<file path="config.mk">
export PLATFORM = sky130hd
export DESIGN_NAME = cph_coproc_end_flat
export DESIGN_NICKNAME = d
export VERILOG_FILES = /design/src/rtl/cph_pkg.sv /design/src/rtl/cph_if.sv /design/src/rtl/cph_stage.sv /design/src/rtl/cph_coproc_end.sv /design/src/flat_wrapper.sv
export SDC_FILE = /design/constraint.sdc
export NUM_CORES = 1
export LEC_CHECK = 0
export BUFFER_PORTS_ARGS = -buffer_cell sky130_fd_sc_hd__buf_2
export CAP_MARGIN = 20
export CORE_MARGIN = 4
export CORE_UTILIZATION = 51
export DETAILED_ROUTE_END_ITERATION = 16
export GPL_TIMING_DRIVEN = 1
export HOLD_SLACK_MARGIN = 0.05
export PLACE_DENSITY = 0.85
export SYNTH_ARGS = -nofsm -noshare
export SYNTH_HDL_FRONTEND = slang
export SYNTH_SLANG_ARGS = --single-unit
</file>
<file path="constraint.sdc">
create_clock -name clock -period 1.85 [get_ports clock]
set_input_delay 0.0925 -clock clock [delete_from_list [all_inputs] [get_ports clock]]
set_output_delay 0.0925 -clock clock [all_outputs]
set_load 0.05 [all_outputs]
</file>
<file path="src/rtl/cph_pkg.sv">
// shared constants, types and decode helpers for the coprocessor handshake
// What this block does
// - up to four coprocessors claim instructions, 4-bit identifier each
// - only numbers seven to four serve users
// - follower stages invalid while core reset low
// - coprocessor state changes only with wait high or core reset low
// - load opcode after previous cycle was fetch
// - advance stages when current cycle is fetch
// - never decode compressed word pairs as instructions
// - own instruction only when number matches identifier
// - answer early, commit only after strobe low
// - strobe low: execute, coprocessor class, condition passed
// - absent low, busy low: accepted, core proceeds
// - absent low, busy high: core stalls waiting
// - both high means trap; high-low invalid
// - core ignores answers for ordinary instructions
// - instructions from input data bus, main clock
// - interrupt during busy-wait abandons the instruction
// - privileged instruction from user fetch answered absent
// - answers of many coprocessors are ANDed together
package cph_pkg;
    localparam int          CPH_DATA_W     = 32;
    localparam int          CPH_CPID_W     = 4;
    localparam int          CPH_NUM_CP     = 16;
    localparam int          CPH_CPNUM_LSB  = 8;
    localparam int          CPH_CLS_HI     = 27;
    localparam int          CPH_CLS_LO     = 24;
    localparam int          CPH_UNDEF_BIT  = 4;
    localparam int          CPH_NSTAGE     = 2;
    localparam int          CPH_STG_FETCH  = 0;
    localparam int          CPH_STG_DECODE = 1;
    localparam logic [3:0]  CPH_CP_SYSCTL  = 4'hf;
    localparam logic [3:0]  CPH_CP_DEBUG   = 4'he;
    localparam logic [3:0]  CPH_CP_USER_LO = 4'h4;
    localparam logic [3:0]  CPH_CP_USER_HI = 4'h7;
    localparam logic [3:0]  CPH_CLS_SWI    = 4'hf;
    localparam logic [1:0]  CPH_CLS_CP     = 2'h3;
    localparam logic [2:0]  CPH_CLS_UNDEF  = 3'h3;
    localparam logic [31:0] CPH_WORD_RST   = 32'h0000_0000;

    typedef enum logic [2:0] {
        CS_IDLE   = 3'b001,
        CS_STROBE = 3'b010,
        CS_STALL  = 3'b100
    } cph_core_st_t;

    typedef enum logic [1:0] {
        PS_IDLE = 2'b01,
        PS_BUSY = 2'b10
    } cph_cp_st_t;

    function automatic logic cph_is_coproc(input logic [CPH_DATA_W-1:0] w);
        logic [3:0] cls;
        cls = w[CPH_CLS_HI:CPH_CLS_LO];
        return (cls[3:2] == CPH_CLS_CP) && (cls != CPH_CLS_SWI);
    endfunction

    function automatic logic cph_is_undef(input logic [CPH_DATA_W-1:0] w);
        logic [3:0] cls;
        cls = w[CPH_CLS_HI:CPH_CLS_LO];
        return (cls[3:1] == CPH_CLS_UNDEF) && w[CPH_UNDEF_BIT];
    endfunction

    function automatic logic [CPH_CPID_W-1:0] cph_cp_num(input logic [CPH_DATA_W-1:0] w);
        return w[CPH_CPNUM_LSB +: CPH_CPID_W];
    endfunction
endpackage

</file>
<file path="src/rtl/cph_if.sv">
// signals between the core and its coprocessors
`timescale 1ns/1ps
interface cph_if;
    logic [31:0] instr_data;
    logic        opcode_fetch_n;
    logic        memory_request_n;
    logic        sequential_cycle;
    logic        compressed_state;
    logic        user_access_n;
    logic        wait_stretch_n;
    logic        core_reset_n;
    logic        coproc_instr_strobe_n;
    logic        coproc_absent;
    logic        coproc_busy;

    modport core (
        output opcode_fetch_n,
        output memory_request_n,
        output sequential_cycle,
        output compressed_state,
        output user_access_n,
        output coproc_instr_strobe_n,
        input  coproc_absent,
        input  coproc_busy,
        input  wait_stretch_n,
        input  core_reset_n,
        input  instr_data
    );

    modport coproc (
        input  opcode_fetch_n,
        input  memory_request_n,
        input  sequential_cycle,
        input  compressed_state,
        input  user_access_n,
        input  coproc_instr_strobe_n,
        input  wait_stretch_n,
        input  core_reset_n,
        input  instr_data,
        output coproc_absent,
        output coproc_busy
    );
endinterface

</file>
<file path="src/rtl/cph_stage.sv">
// one pipeline follower stage: valid flag, instruction word, privilege tag
`timescale 1ns/1ps
module cph_stage (
    input  wire logic                         clock,
    input  wire logic                         arst_n,
    input  wire logic                         clear,
    input  wire logic                         load,
    input  wire logic                         d_valid,
    input  wire logic [cph_pkg::CPH_DATA_W-1:0] d_instr,
    input  wire logic                         d_priv,
    output logic                              q_valid,
    output logic [cph_pkg::CPH_DATA_W-1:0]    q_instr,
    output logic                              q_priv
);
    import cph_pkg::*;

    logic                  valid_ff;
    logic [CPH_DATA_W-1:0] instr_ff;
    logic                  priv_ff;

    always_ff @(posedge clock or negedge arst_n) begin
        if (!arst_n) begin
            valid_ff <= 1'b0;
        end else if (clear) begin
            valid_ff <= 1'b0;
        end else if (load) begin
            valid_ff <= d_valid;
        end
    end

    always_ff @(posedge clock or negedge arst_n) begin
        if (!arst_n) begin
            instr_ff <= CPH_WORD_RST;
            priv_ff  <= 1'b0;
        end else if (load) begin
            instr_ff <= d_instr;
            priv_ff  <= d_priv;
        end
    end

    assign q_valid = valid_ff;
    assign q_instr = instr_ff;
    assign q_priv  = priv_ff;
endmodule

</file>
<file path="src/rtl/cph_coproc_end.sv">
// coprocessor end: pipeline follower, decode and the absent/busy answer
`timescale 1ns/1ps
module cph_coproc_end #(
    parameter logic [cph_pkg::CPH_CPID_W-1:0] CP_ID     = 4'h4,
    parameter logic                           PRIV_ONLY = 1'b0
) (
    input  wire logic                           clock,
    input  wire logic                           arst_n,
    cph_if.coproc                               link,
    input  wire logic                           exec_ready,
    output logic                                commit,
    output logic [cph_pkg::CPH_DATA_W-1:0]      commit_instr,
    output logic                                abandoned,
    output logic                                busy_waiting,
    output logic                                decode_own
);
    import cph_pkg::*;

    logic                  bus_ok;
    logic                  in_reset;
    logic                  cur_fetch;
    logic                  prev_fetch_ff;
    logic                  prev_priv_ff;
    logic                  load_fetch;
    logic                  advance;
    logic                  id_legal;
    logic                  own;
    logic                  strobe_lo;
    logic                  exec_own_ff;
    logic [CPH_DATA_W-1:0] exec_instr_ff;
    logic                  absent_ff;
    logic                  busy_ff;
    logic                  commit_ff;
    logic [CPH_DATA_W-1:0] commit_instr_ff;
    logic                  abandon_ff;
    logic                  own_ff;
    cph_cp_st_t            state_ff;
    logic                  take_now;

    logic                  stg_valid [CPH_NSTAGE];
    logic [CPH_DATA_W-1:0] stg_instr [CPH_NSTAGE];
    logic                  stg_priv  [CPH_NSTAGE];

    assign bus_ok    = link.wait_stretch_n;
    assign in_reset  = !link.core_reset_n;
    // a fetch in compressed state carries two short words, never tracked
    assign cur_fetch = !link.opcode_fetch_n && !link.memory_request_n
                       && !link.compressed_state;
    assign load_fetch = bus_ok && prev_fetch_ff;
    assign advance    = bus_ok && cur_fetch;
    assign strobe_lo  = !link.coproc_instr_strobe_n;

    // privilege is caught with the fetch request and travels with the word
    always_ff @(posedge clock or negedge arst_n) begin
        if (!arst_n) begin
            prev_fetch_ff <= 1'b0;
            prev_priv_ff  <= 1'b0;
        end else if (in_reset) begin
            prev_fetch_ff <= 1'b0;
            prev_priv_ff  <= 1'b0;
        end else if (bus_ok) begin
            prev_fetch_ff <= cur_fetch;
            prev_priv_ff  <= link.user_access_n;
        end
    end

    genvar gi;
    generate
        for (gi = 0; gi < CPH_NSTAGE; gi++) begin : g_stage
            logic                  d_valid;
            logic [CPH_DATA_W-1:0] d_instr;
            logic                  d_priv;
            logic                  d_load;
            if (gi == CPH_STG_FETCH) begin : g_fetch
                assign d_valid = 1'b1;
                assign d_instr = link.instr_data;
                assign d_priv  = prev_priv_ff;
                assign d_load  = load_fetch;
            end else begin : g_next
                assign d_valid = stg_valid[gi-1];
                assign d_instr = stg_instr[gi-1];
                assign d_priv  = stg_priv[gi-1];
                assign d_load  = advance;
            end
            cph_stage u_stage (
                .clock   (clock),
                .arst_n  (arst_n),
                .clear   (in_reset),
                .load    (d_load),
                .d_valid (d_valid),
                .d_instr (d_instr),
                .d_priv  (d_priv),
                .q_valid (stg_valid[gi]),
                .q_instr (stg_instr[gi]),
                .q_priv  (stg_priv[gi])
            );
        end
    endgenerate

    // numbers outside the user range never claim anything
    assign id_legal = (CP_ID >= CPH_CP_USER_LO) && (CP_ID <= CPH_CP_USER_HI);

    assign own = stg_valid[CPH_STG_DECODE]
                 && cph_is_coproc(stg_instr[CPH_STG_DECODE])
                 && (cph_cp_num(stg_instr[CPH_STG_DECODE]) == CP_ID)
                 && id_legal
                 && !(PRIV_ONLY && !stg_priv[CPH_STG_DECODE])
                 && !link.compressed_state;

    // answer is shown from the registered copy; both ends sample the same edge
    assign take_now = bus_ok && strobe_lo && exec_own_ff && !absent_ff && !busy_ff;

    always_ff @(posedge clock or negedge arst_n) begin
        if (!arst_n) begin
            exec_own_ff   <= 1'b0;
            exec_instr_ff <= CPH_WORD_RST;
        end else if (in_reset) begin
            exec_own_ff <= 1'b0;
        end else if (bus_ok) begin
            if (advance) begin
                exec_own_ff   <= own;
                exec_instr_ff <= stg_instr[CPH_STG_DECODE];
            end else if (take_now || (state_ff == PS_BUSY && !strobe_lo)) begin
                exec_own_ff <= 1'b0;
            end
        end
    end

    always_ff @(posedge clock or negedge arst_n) begin
        if (!arst_n) begin
            own_ff <= 1'b0;
        end else if (in_reset) begin
            own_ff <= 1'b0;
        end else if (bus_ok) begin
            own_ff <= own;
        end
    end

    always_ff @(posedge clock or negedge arst_n) begin
        if (!arst_n) begin
            absent_ff <= 1'b1;
            busy_ff   <= 1'b1;
        end else if (in_reset) begin
            absent_ff <= 1'b1;
            busy_ff   <= 1'b1;
        end else if (bus_ok) begin
            // compressed state waits for a completed bus cycle like everything else
            if (link.compressed_state) begin
                absent_ff <= 1'b1;
                busy_ff   <= 1'b1;
            end else if (exec_own_ff && !take_now && !(state_ff == PS_BUSY && !strobe_lo)) begin
                absent_ff <= 1'b0;
                busy_ff   <= !exec_ready;
            end else begin
                // high default lets several answers be ANDed
                absent_ff <= 1'b1;
                busy_ff   <= 1'b1;
            end
        end
    end

    // interim work while busy stays outside; commits here only on take_now
    always_ff @(posedge clock or negedge arst_n) begin
        if (!arst_n) begin
            state_ff        <= PS_IDLE;
            commit_ff       <= 1'b0;
            commit_instr_ff <= CPH_WORD_RST;
            abandon_ff      <= 1'b0;
        end else begin
            commit_ff  <= 1'b0;
            abandon_ff <= 1'b0;
            if (in_reset) begin
                state_ff <= PS_IDLE;
            end else if (bus_ok) begin
                case (state_ff)
                    PS_IDLE: begin
                        if (take_now) begin
                            commit_ff       <= 1'b1;
                            commit_instr_ff <= exec_instr_ff;
                        end else if (strobe_lo && exec_own_ff && busy_ff && !absent_ff) begin
                            state_ff <= PS_BUSY;
                        end
                    end
                    PS_BUSY: begin
                        if (!strobe_lo) begin
                            abandon_ff <= 1'b1;
                            state_ff   <= PS_IDLE;
                        end else if (take_now) begin
                            commit_ff       <= 1'b1;
                            commit_instr_ff <= exec_instr_ff;
                            state_ff        <= PS_IDLE;
                        end
                    end
                    default: begin
                        state_ff <= PS_IDLE;
                    end
                endcase
            end
        end
    end

    assign link.coproc_absent = absent_ff;
    assign link.coproc_busy   = busy_ff;
    assign commit             = commit_ff;
    assign commit_instr       = commit_instr_ff;
    assign abandoned          = abandon_ff;
    assign busy_waiting       = state_ff[1];
    assign decode_own         = own_ff;
endmodule

</file>
<file path="src/flat_wrapper.sv">
// flat-port wrapper written by rule: the top's interface ports become plain ports
module cph_coproc_end_flat import cph_pkg::*;
#(
    parameter logic [cph_pkg::CPH_CPID_W-1:0] CP_ID     = 4'h4,
    parameter logic                           PRIV_ONLY = 1'b0
)
  (clock, arst_n, exec_ready, commit, commit_instr, abandoned, busy_waiting, decode_own, link_opcode_fetch_n, link_memory_request_n, link_sequential_cycle, link_compressed_state, link_user_access_n, link_coproc_instr_strobe_n, link_wait_stretch_n, link_core_reset_n, link_instr_data, link_coproc_absent, link_coproc_busy);
  cph_if link_i ();
  input  wire logic clock;
  input  wire logic arst_n;
  input  wire logic exec_ready;
  output logic commit;
  output logic [cph_pkg::CPH_DATA_W-1:0] commit_instr;
  output logic abandoned;
  output logic busy_waiting;
  output logic decode_own;
  input wire logic [$bits(link_i.opcode_fetch_n)-1:0] link_opcode_fetch_n;
  input wire logic [$bits(link_i.memory_request_n)-1:0] link_memory_request_n;
  input wire logic [$bits(link_i.sequential_cycle)-1:0] link_sequential_cycle;
  input wire logic [$bits(link_i.compressed_state)-1:0] link_compressed_state;
  input wire logic [$bits(link_i.user_access_n)-1:0] link_user_access_n;
  input wire logic [$bits(link_i.coproc_instr_strobe_n)-1:0] link_coproc_instr_strobe_n;
  input wire logic [$bits(link_i.wait_stretch_n)-1:0] link_wait_stretch_n;
  input wire logic [$bits(link_i.core_reset_n)-1:0] link_core_reset_n;
  input wire logic [$bits(link_i.instr_data)-1:0] link_instr_data;
  output wire logic [$bits(link_i.coproc_absent)-1:0] link_coproc_absent;
  output wire logic [$bits(link_i.coproc_busy)-1:0] link_coproc_busy;
  assign link_i.opcode_fetch_n = link_opcode_fetch_n;
  assign link_i.memory_request_n = link_memory_request_n;
  assign link_i.sequential_cycle = link_sequential_cycle;
  assign link_i.compressed_state = link_compressed_state;
  assign link_i.user_access_n = link_user_access_n;
  assign link_i.coproc_instr_strobe_n = link_coproc_instr_strobe_n;
  assign link_i.wait_stretch_n = link_wait_stretch_n;
  assign link_i.core_reset_n = link_core_reset_n;
  assign link_i.instr_data = link_instr_data;
  assign link_coproc_absent = link_i.coproc_absent;
  assign link_coproc_busy = link_i.coproc_busy;
  cph_coproc_end #(.CP_ID(CP_ID), .PRIV_ONLY(PRIV_ONLY)) u_core (.clock(clock), .arst_n(arst_n), .link(link_i), .exec_ready(exec_ready), .commit(commit), .commit_instr(commit_instr), .abandoned(abandoned), .busy_waiting(busy_waiting), .decode_own(decode_own));
endmodule
</file>
Word level (Yosys, flattened, before mapping). Index checks and enable logic that the tools add are counted.

Bits in registers: 139. Input port bits: 43. Logic and storage cells: 99.

Eq/ne operators: 13. Reduce and logical (&&, ||, !) cells: 33. Muxes and demuxes: 39.

Operator list (count): 32-bit two-way mux (2); 32-bit one-hot mux with 2 select lines (1); 1-bit two-way mux (28); 1-bit logical AND (18); 2-bit two-way mux (6); 1-bit zero test (9); 4-bit AND reduction (2); 2-bit equality test, second input constant (2); 4-bit by 3-bit equality test with 1-bit output, second input constant (1); 2-bit by 1-bit inequality test with 1-bit output, second input constant (2); 2-bit inequality test, second input constant (2); 4-bit by 3-bit inequality test with 1-bit output, second input constant (1); 4-bit inequality test, second input constant (1); 2-bit one-hot mux with 2 select lines (1); 3-bit by 1-bit inequality test with 1-bit output, second input constant (1); 3-bit by 2-bit inequality test with 1-bit output, second input constant (1); 3-bit inequality test, second input constant (1); 3-bit AND reduction (1); 2-bit by 1-bit equality test with 1-bit output, second input constant (1); 1-bit one-hot mux with 2 select lines (1); 2-bit AND reduction (1); 2-bit nonzero test (1); 1-bit logical OR (1).

Depth between registers and ports, before layout. Gate-level depths: netlist of the first run.

Depth in word-level cells: 12. Gate-level depth with buffers: 7. Depth with buffers taken out: 6.

Cells and area by module. A second synthesis of the first run with hierarchy kept.

Cell total of the unflattened synthesis: 338. Area, all modules: 5778.0 µm².

Modules (own cells, without submodules): cph_coproc_end (instances 1, area an instance 2945.3 µm², cells an instance 192); cph_stage (instances 2, area an instance 1416.4 µm², cells an instance 73).

Worst setup path after synthesis of the first run. Ideal clock, no wire load.

Kind: reg2reg. Start: reg u_core.state_ff[1]. End: reg u_core.commit_instr_ff[21], in the netlist u_core.commit_instr[21]. Arrival: 1.865 ns. Data required time: 1.725 ns. Clock period less this slack: 1.990 ns. Stages on the path, launching flop included: 7. Setup time: 0.125 ns. Path slack: -0.140 ns. Buffers on the path: 1. Cell sequence: dfrtp_1 -> ha_1 -> nand2_1 -> nand2_1 -> nor3_4 -> buf_6 -> mux2_2.

Word-level cells in the longest chain between the ends: 3.

Ends and longest elaborated chain: start: declaration (RTL line cph_coproc_end.sv:37) `cph_cp_st_t state_ff;`; start signal: assignment (RTL line cph_coproc_end.sv:165) `state_ff <= PS_IDLE;`; start signal: assignment (RTL line cph_coproc_end.sv:173) `state_ff <= PS_IDLE;`; start signal: assignment (RTL line cph_coproc_end.sv:181) `state_ff <= PS_BUSY;`; 2-bit equality test / 2-bit by 1-bit equality test with 1-bit output (equally long branches) (RTL line cph_coproc_end.sv:175) `case (state_ff)`; 2-bit inequality test (no line) / 2-bit nonzero test (equally long branches); 4-bit AND reduction (no line); end signal: assignment (RTL line cph_coproc_end.sv:179) `commit_instr_ff <= exec_instr_ff;`; end signal: assignment (RTL line cph_coproc_end.sv:190) `commit_instr_ff <= exec_instr_ff;`; end: declaration (RTL line cph_coproc_end.sv:34) `logic [CPH_DATA_W-1:0] commit_instr_ff;`.

Parallel ways exist; a longest one is shown, timed or not. A chain may end at the register's enable or synchronous reset.

Final worst setup path of the first run.
Start: reg u_core.state_ff[0]. End: reg u_core.commit_instr_ff[4], in the netlist u_core.commit_instr[4].

Same word-level chain as after synthesis.

==> results.json, run 1 <==
{
  "final-seq-area_um2": 3480,
  "skew_ns": 0.00763,
  "hold_viol_final": 0,
  "finalNetCount": 518,
  "core_area_um2": 10300,
  "total_congestion_overflow_after_global_routing": 0,
  "global_route.usage.met1_pct": 23.5,
  "critPathTopFamily": "flip-flops",
  "floorplan.initialDensity_pct": 52.3,
  "ys.flop_type": "dfrtp_1",
  "drv.max_cap_violation_count": 0,
  "hold_path_class": "in -> async",
  "final_number_of_setup_violating_endpoints": 13,
  "syn-num-nets": 373,
  "worstSkewPairLatency_ns": 0.52,
  "worstSetupStartpointType": "flip-flop",
  "timing.critical_path.fanout_max": 5,
  "antennaDiodeCount": 0,
  "io_pins": 81,
  "synth.ff_latch_count": 139,
  "rows": 37,
  "cts_tree": "built",
  "post-route-util_pct": 70.9,
  "yosys_warnings": 0,
  "detailedPlace.worstSlack_ns": -0.129,
  "finalNonFillerCells": 621,
  "worst-slew-pin-transition_ns": 0.601,
  "final.period_utilization_pct": 101,
  "post-synth-top-count-cell": "dfrtp_1",
  "drc": 0,
  "async_flop_share_pct": 100,
  "fill_cells": 664,
  "crit_slowest_cell": "dfstp_2",
  "finalWorstPathRequiredPeriod_ns": 1.87,
  "outcome": "finished with violations",
  "ys_seq_area_share_pct": 64.8,
  "grt_max_degree": 63,
  "detail_route.iter0.violations": 112,
  "floorplan_die_area_um2": 12200,
  "grt.met3_usage_pct": 5.97,
  "worst_ep_required_time_ns": 2.26,
  "critPathMaxStageDelay_ns": 0.54,
  "critPathBufInv": 3,
  "port-buffer-count": 78,
  "antenna_found_initial": 0,
  "endpoint_kind": "flip-flop",
  "cts_max_level": 4,
  "gp_congestion": 0.759,
  "grt_first_pass_wirelength_mm": 18.6,
  "grt_setup_unrepaired": "yes",
  "syn_area_per_cell_um2": 16.4,
  "power_mw": 8.70,
  "use_met2_pct": 32.5,
  "setup_tns_ns": -0.198,
  "clock_path_buffers": 2,
  "floorplan.die.width_um": 111,
  "vdd_drop_max_mv": 0.802,
  "final_critical_path_setup_slack_ns": -0.0230,
  "vias_in_the_first_global_route": 3615,
  "violations": "negative setup slack",
  "post_synth_num_cell_types": 36,
  "die_height_um": 111,
  "crit_path_frequent_cell": "nand2_4",
  "standard_cell_area_after_detailed_placement_um2": 5990,
  "grtUsageTotal_pct": 19.0,
  "dp_cells": 542,
  "synth_area_leaders": "dfrtp_1 63%, mux2_2 26%, dfstp_2 1.5%",
  "slew_headroom_pct": 59.9,
  "post_route_cells_drive_above_1_share_pct": 56.1,
  "holdWs_ns": 0.101,
  "ant_nets": 0,
  "routed-via-count": 3249,
  "synth_enable_flop_cells": 0,
  "dr.pass1.iters": 4,
  "critical_path.cell_chain": "inv_2, ha_4, nand2_4, nand2_4, nor3_4, buf_6, clkbuf_16, mux2_2",
  "detail_route.wl_per_cell_um": 17.9,
  "numCtsBuffers": 17,
  "power_leakage_nw": 3.65,
  "busiest_layer": "met2",
  "worstPathArrival_ns": 2.28,
  "cellPowerDensity_nw_per_um2": 1190,
  "route.detailed.vias_per_inst": 5.23,
  "syn_to_final_growth_pct": 35.8,
  "cell_taking_the_most_area_after_synthesis": "dfrtp_1",
  "synth_area_um2": 5370,
  "drt-total-wl_mm": 11.1,
  "synth_common_cells": "136 x dfrtp_1, 125 x mux2_2, 6 x buf_6",
  "worst_path_clk_slew_ns": 0.06,
  "design_area_um2": 7290,
  "timing.final.max_slew_violations": 0,
  "place.detailed.hpwl_mm": 6.66,
  "max_freq_mhz": 534,
  "synth_top_area_share_pct": 63.4,
  "synthCells": 328,
  "multi_input_comb_area_um2": 1910,
  "num_clock_sinks": 139,
  "worstSetupPathType": "reg -> reg",
  "cts-root-buf": "clkbuf_8"
}
==> repair_timing <==
action	CTS	global route
endpoints found under the hold margin	140	0
gates resized for setup	13	25
gates cloned	2	1
endpoints found under the setup margin	32	32
pin swaps	1	2
hold buffers	42	0
buffers inserted	2	1
==> path summary, 6_finish.rpt <==
path                                              start                              endpoint  slack [ns]  depth (start not counted)
worst max-delay path                 u_core.state_ff[0]                u_core.commit_instr[4]       -0.02                          8
worst min-delay path                             arst_n  u_core.g_stage[0].u_stage.q_instr[7]        0.10                          2
worst max register to register       u_core.state_ff[0]                u_core.commit_instr[4]       -0.02                          8
worst min register to register  u_core.commit_instr[28]               u_core.commit_instr[28]        0.48                          1
max in group asynchronous                        arst_n  u_core.g_stage[0].u_stage.q_instr[5]        0.98                          3
min in group clock                    link_core_reset_n                     u_core.decode_own        0.13                          3
==> routing by layer <==
metal  part of all wire (%)  wire length (um)  up-vias
li1                       -                 -     1467
met5                      0                 0        -
met2                     51              5700       77
met3                    4.7               528       22
met1                     43              4740     1683
met4                    1.5               171        0
==> sequential cells by signal, summed over array words and instances (netlist names) <==
| register | flops |
|---|---|
| u_core.state_ff | 2 |
| u_core.commit | 1 |
| u_core.prev_fetch_ff | 1 |
| u_core.g_stage.u_stage.q_instr | 64 |
| u_core.g_stage.u_stage.q_valid | 2 |
| u_core.decode_own | 1 |
| u_core.exec_own_ff | 1 |
| u_core.link.coproc_absent | 1 |
| u_core.abandoned | 1 |
| u_core.commit_instr | 32 |
| u_core.link.coproc_busy | 1 |
| u_core.exec_instr_ff | 32 |
==> area by class of cell <==
class                      instances  share of cell area (%)
clock buffer                      19                    6.06
sequential                       139                    47.8
timing repair buffer             140                    14.5
tap                              136                    2.33
clock inverter                    12                    3.00
multi-input combinational        172                    26.1
inverter                           3                   0.154
==> worst register-to-register path: stages, from the launching register on <==
cell       delay, ns
dfstp_2         0.54
inv_2           0.05
ha_4            0.16
nand2_4         0.07
nand2_4         0.06
nor3_4          0.21
buf_6           0.19
clkbuf_16       0.16
mux2_2          0.32
==> layout by cell type (no fill, tap or decap), drive strengths merged, types with 2 or more instances in the layout <==
master,instances
nand2b,2
nand2,5
inv,3
clkinvlp,2
a21oi,3
nor3,3
mux2,128
dfstp,3
a21o,2
nor3b,2
bufinv,6
dfrtp,136
buf,97
nor2b,3
nor2,5
a2111oi,2
clkbuf,20
dlygate4sd3,42
clkinv,4
and3,2
ha,2
==> power by group <==
group,switching (mW),leakage (nW),internal [mW]
Sequential,0.326,1.84,3.61
Clock,1.25,0.320,2.52
Combinational,0.398,1.49,0.590
Total,1.98,3.65,6.72
==> cells by family (layout without fill, tap and decap cells) <==
logic type,Yosys count,after routing,synth area share (%)
compound gates,13,13,2.12
fa+ha+maj,2,2,0.466
buf+inv,17,174,2.14
flops,139,139,64.8
mux,129,129,27.0
simple gates,28,28,3.40
Power figures use the tool's default switching activity.
==> run 2: changes to the inputs <==
--- a/config.mk
+++ b/config.mk
@@ -13,6 +13,7 @@
 export GPL_TIMING_DRIVEN = 1
 export HOLD_SLACK_MARGIN = 0.05
 export PLACE_DENSITY = 0.85
+export SETUP_SLACK_MARGIN = 0.15
 export SYNTH_ARGS = -nofsm -noshare
 export SYNTH_HDL_FRONTEND = slang
 export SYNTH_SLANG_ARGS = --single-unit
==> run 2 against run 1 <==
The run still ends with negative setup slack left. Design area rose by 0.12%. Combinational power rose by 1%. Worst hold slack improved by 0.0024 ns. Power fell by 0.54%. Flip-flop and latch count did not move. Setup slack improved by 0.015 ns. Clock-buffer cell count fell by 2.
==> results.json, run 2 (synthesis results as in run 1) <==
{
  "layout_common_cells": "135 x dfrtp_1, 110 x mux2_2, 77 x buf_2",
  "crit_path_frequent_cell": "buf_12",
  "power_mw": 8.65,
  "outcome": "finished with violations",
  "cts_tree": "built",
  "use_met2_pct": 34.2,
  "reg2reg_depth": 7,
  "crit_slowest_cell": "dfrtp_1",
  "mostFrequentLayoutCell": "dfrtp_1",
  "fill_cells": 689,
  "busiest_layer": "met2",
  "cellPowerDensity_nw_per_um2": 1180,
  "grt_first_pass_wirelength_mm": 19.3,
  "hold_path_class": "in -> reg",
  "route.detailed.vias_per_inst": 5.25,
  "critical_path.cell_chain": "nor3b_4, nand3b_4, nor3_4, buf_6, buf_12, buf_12, mux2_4",
  "power_leakage_nw": 3.65,
  "floorplan.die.width_um": 111,
  "ant_nets": 0,
  "antennaDiodeCount": 0,
  "hold_viol_final": 0,
  "worst_ep_required_time_ns": 2.25,
  "port-buffer-count": 78,
  "grt.met3_usage_pct": 5.26,
  "clock_power_share_pct": 42.9,
  "violations": "negative setup slack",
  "slew_headroom_pct": 37.8,
  "skew_ns": 0.0120,
  "detail_route.wl_per_cell_um": 18.5,
  "design_area_um2": 7300,
  "grt_setup_unrepaired": "yes",
  "p_comb_share_pct": 11.5,
  "grtUsageTotal_pct": 20.1,
  "critPathTopFamily": "simple AND/OR/NAND/NOR gates",
  "global_route.usage.met1_pct": 25.1,
  "dr.pass1.iters": 4,
  "vdd_drop_max_mv": 0.736,
  "syn_to_final_growth_pct": 35.9,
  "num_clock_sinks": 139,
  "worstSkewPairLatency_ns": 0.53,
  "critPathMaxStageDelay_ns": 0.40,
  "final_number_of_setup_violating_endpoints": 8,
  "floorplan_die_area_um2": 12200,
  "hold_path.startpoint": "link_core_reset_n",
  "total_congestion_overflow_after_global_routing": 0,
  "routed-via-count": 3271,
  "timing.critical_path.fanout_max": 8,
  "detail_route.iter0.violations": 84,
  "holdPathStages": 3,
  "worstReg2RegEnd": "u_core.commit_instr[31]",
  "switching_power_mw": 2.09,
  "core_area_um2": 10300,
  "worstPathArrival_ns": 2.26,
  "io_pins": 81,
  "gp_congestion": 0.753,
  "drt-total-wl_mm": 11.5,
  "max_freq_mhz": 538,
  "endpoint_kind": "flip-flop",
  "setup_tns_ns": -0.0422,
  "antenna_found_initial": 0,
  "dp_cells": 538,
  "final.period_utilization_pct": 100,
  "grt_max_degree": 54,
  "place.detailed.hpwl_mm": 6.51,
  "vias_in_the_first_global_route": 3685,
  "timing.final.max_slew_violations": 0,
  "cts-root-buf": "clkbuf_8",
  "cts_max_level": 4,
  "post_route_cells_drive_above_1_share_pct": 55.4,
  "ff2ff_setup_slack_ns": -0.008,
  "power.switching_fraction_pct": 24.1,
  "finalNetCount": 519,
  "largest_reg_flops": 64,
  "worstSetupPathType": "reg -> reg",
  "die_height_um": 111,
  "cell_internal_pwr_mw": 6.56,
  "critPathBufInv": 3,
  "standard_cell_area_after_detailed_placement_um2": 6000,
  "drv.max_cap_violation_count": 0,
  "floorplan.initialDensity_pct": 52.3,
  "numCtsBuffers": 17,
  "worst-slew-pin-transition_ns": 0.930,
  "worst_r2r_startpoint": "u_core.exec_own_ff",
  "worstSetupStartpointType": "flip-flop",
  "rows": 37,
  "sequentialPowerShare_pct": 45.6,
  "min_delay_worst_endpoint": "u_core.decode_own",
  "final_critical_path_setup_slack_ns": -0.00847,
  "clock_path_buffers": 2,
  "worst_path_clk_slew_ns": 0.07,
  "drc": 0,
  "finalWorstPathRequiredPeriod_ns": 1.86,
  "finalNonFillerCells": 623
}
run 2: tightest hold or removal path, cell delays in order:
cell     delay, ns
buf_2         0.14
nor2b_1       0.18
a21o_1        0.18
run 2: worst max-delay path by stage:
stage,end,depth (start not counted),start
2_1_floorplan,u_core.commit_instr[21],6,u_core.state_ff[1]
3_3_place_gp,u_core.commit_instr[13],7,u_core.state_ff[0]
3_5_place_dp,u_core.commit_instr[15],7,u_core.state_ff[0]
4_1_cts,u_core.commit_instr[15],9,u_core.state_ff[0]
5_1_grt,u_core.commit_instr[15],7,u_core.exec_own_ff
6_report,u_core.commit_instr[31],7,u_core.exec_own_ff
run 2: area by class of cell:
type | count | area, um2 | share of cell area [%]
inverters | 3 | 11.3 | 0.154
multi-input cells | 172 | 1880 | 25.8
well taps | 136 | 170 | 2.33
clock inverters | 15 | 235 | 3.22
repair buffers | 141 | 1100 | 15.1
flip-flops and latches | 139 | 3480 | 47.7
clock buffers | 17 | 414 | 5.67
run 2: power by group through the flow:
| stage | Clock [mW] | Combinational, mW | Sequential, mW |
|---|---|---|---|
| floorplan | 0 | 0.627 | 3.89 |
| global placement | 0 | 0.836 | 3.92 |
| finish | 3.71 | 0.998 | 3.94 |
| CTS | 3.75 | 1.01 | 3.94 |
| detailed placement | 0 | 0.892 | 3.97 |
| global route | 3.91 | 1.11 | 4.00 |
run 2: through the flow:
step	worst slack (ns)	util, %	hold WS [ns]
final	-0.00847	71.0	0.103
after global routing	-0.0820	71.0	0.108
after CTS	-0.0248	70.9	0.0798
after detailed placement	-0.0266	58.4	0.0411
after global placement	0.0405	58.4	0.0330
after floorplan	0.0696	-	-0.203
run 2: timing repair:
action | in CTS | in global routing
setup buffers | 6 | 0
setup endpoints to repair | 32 | 34
gates cloned | 2 | 0
endpoints found under the hold margin | 181 | 0
pin swaps | 2 | 2
hold buffers | 45 | 0
gates resized for setup | 21 | 2
run 2: metal layers:
metal	vias up	wire [um]
met2	81	6120
li1	1464	-
met4	0	132
met5	-	0
met1	1714	4810
met3	12	473
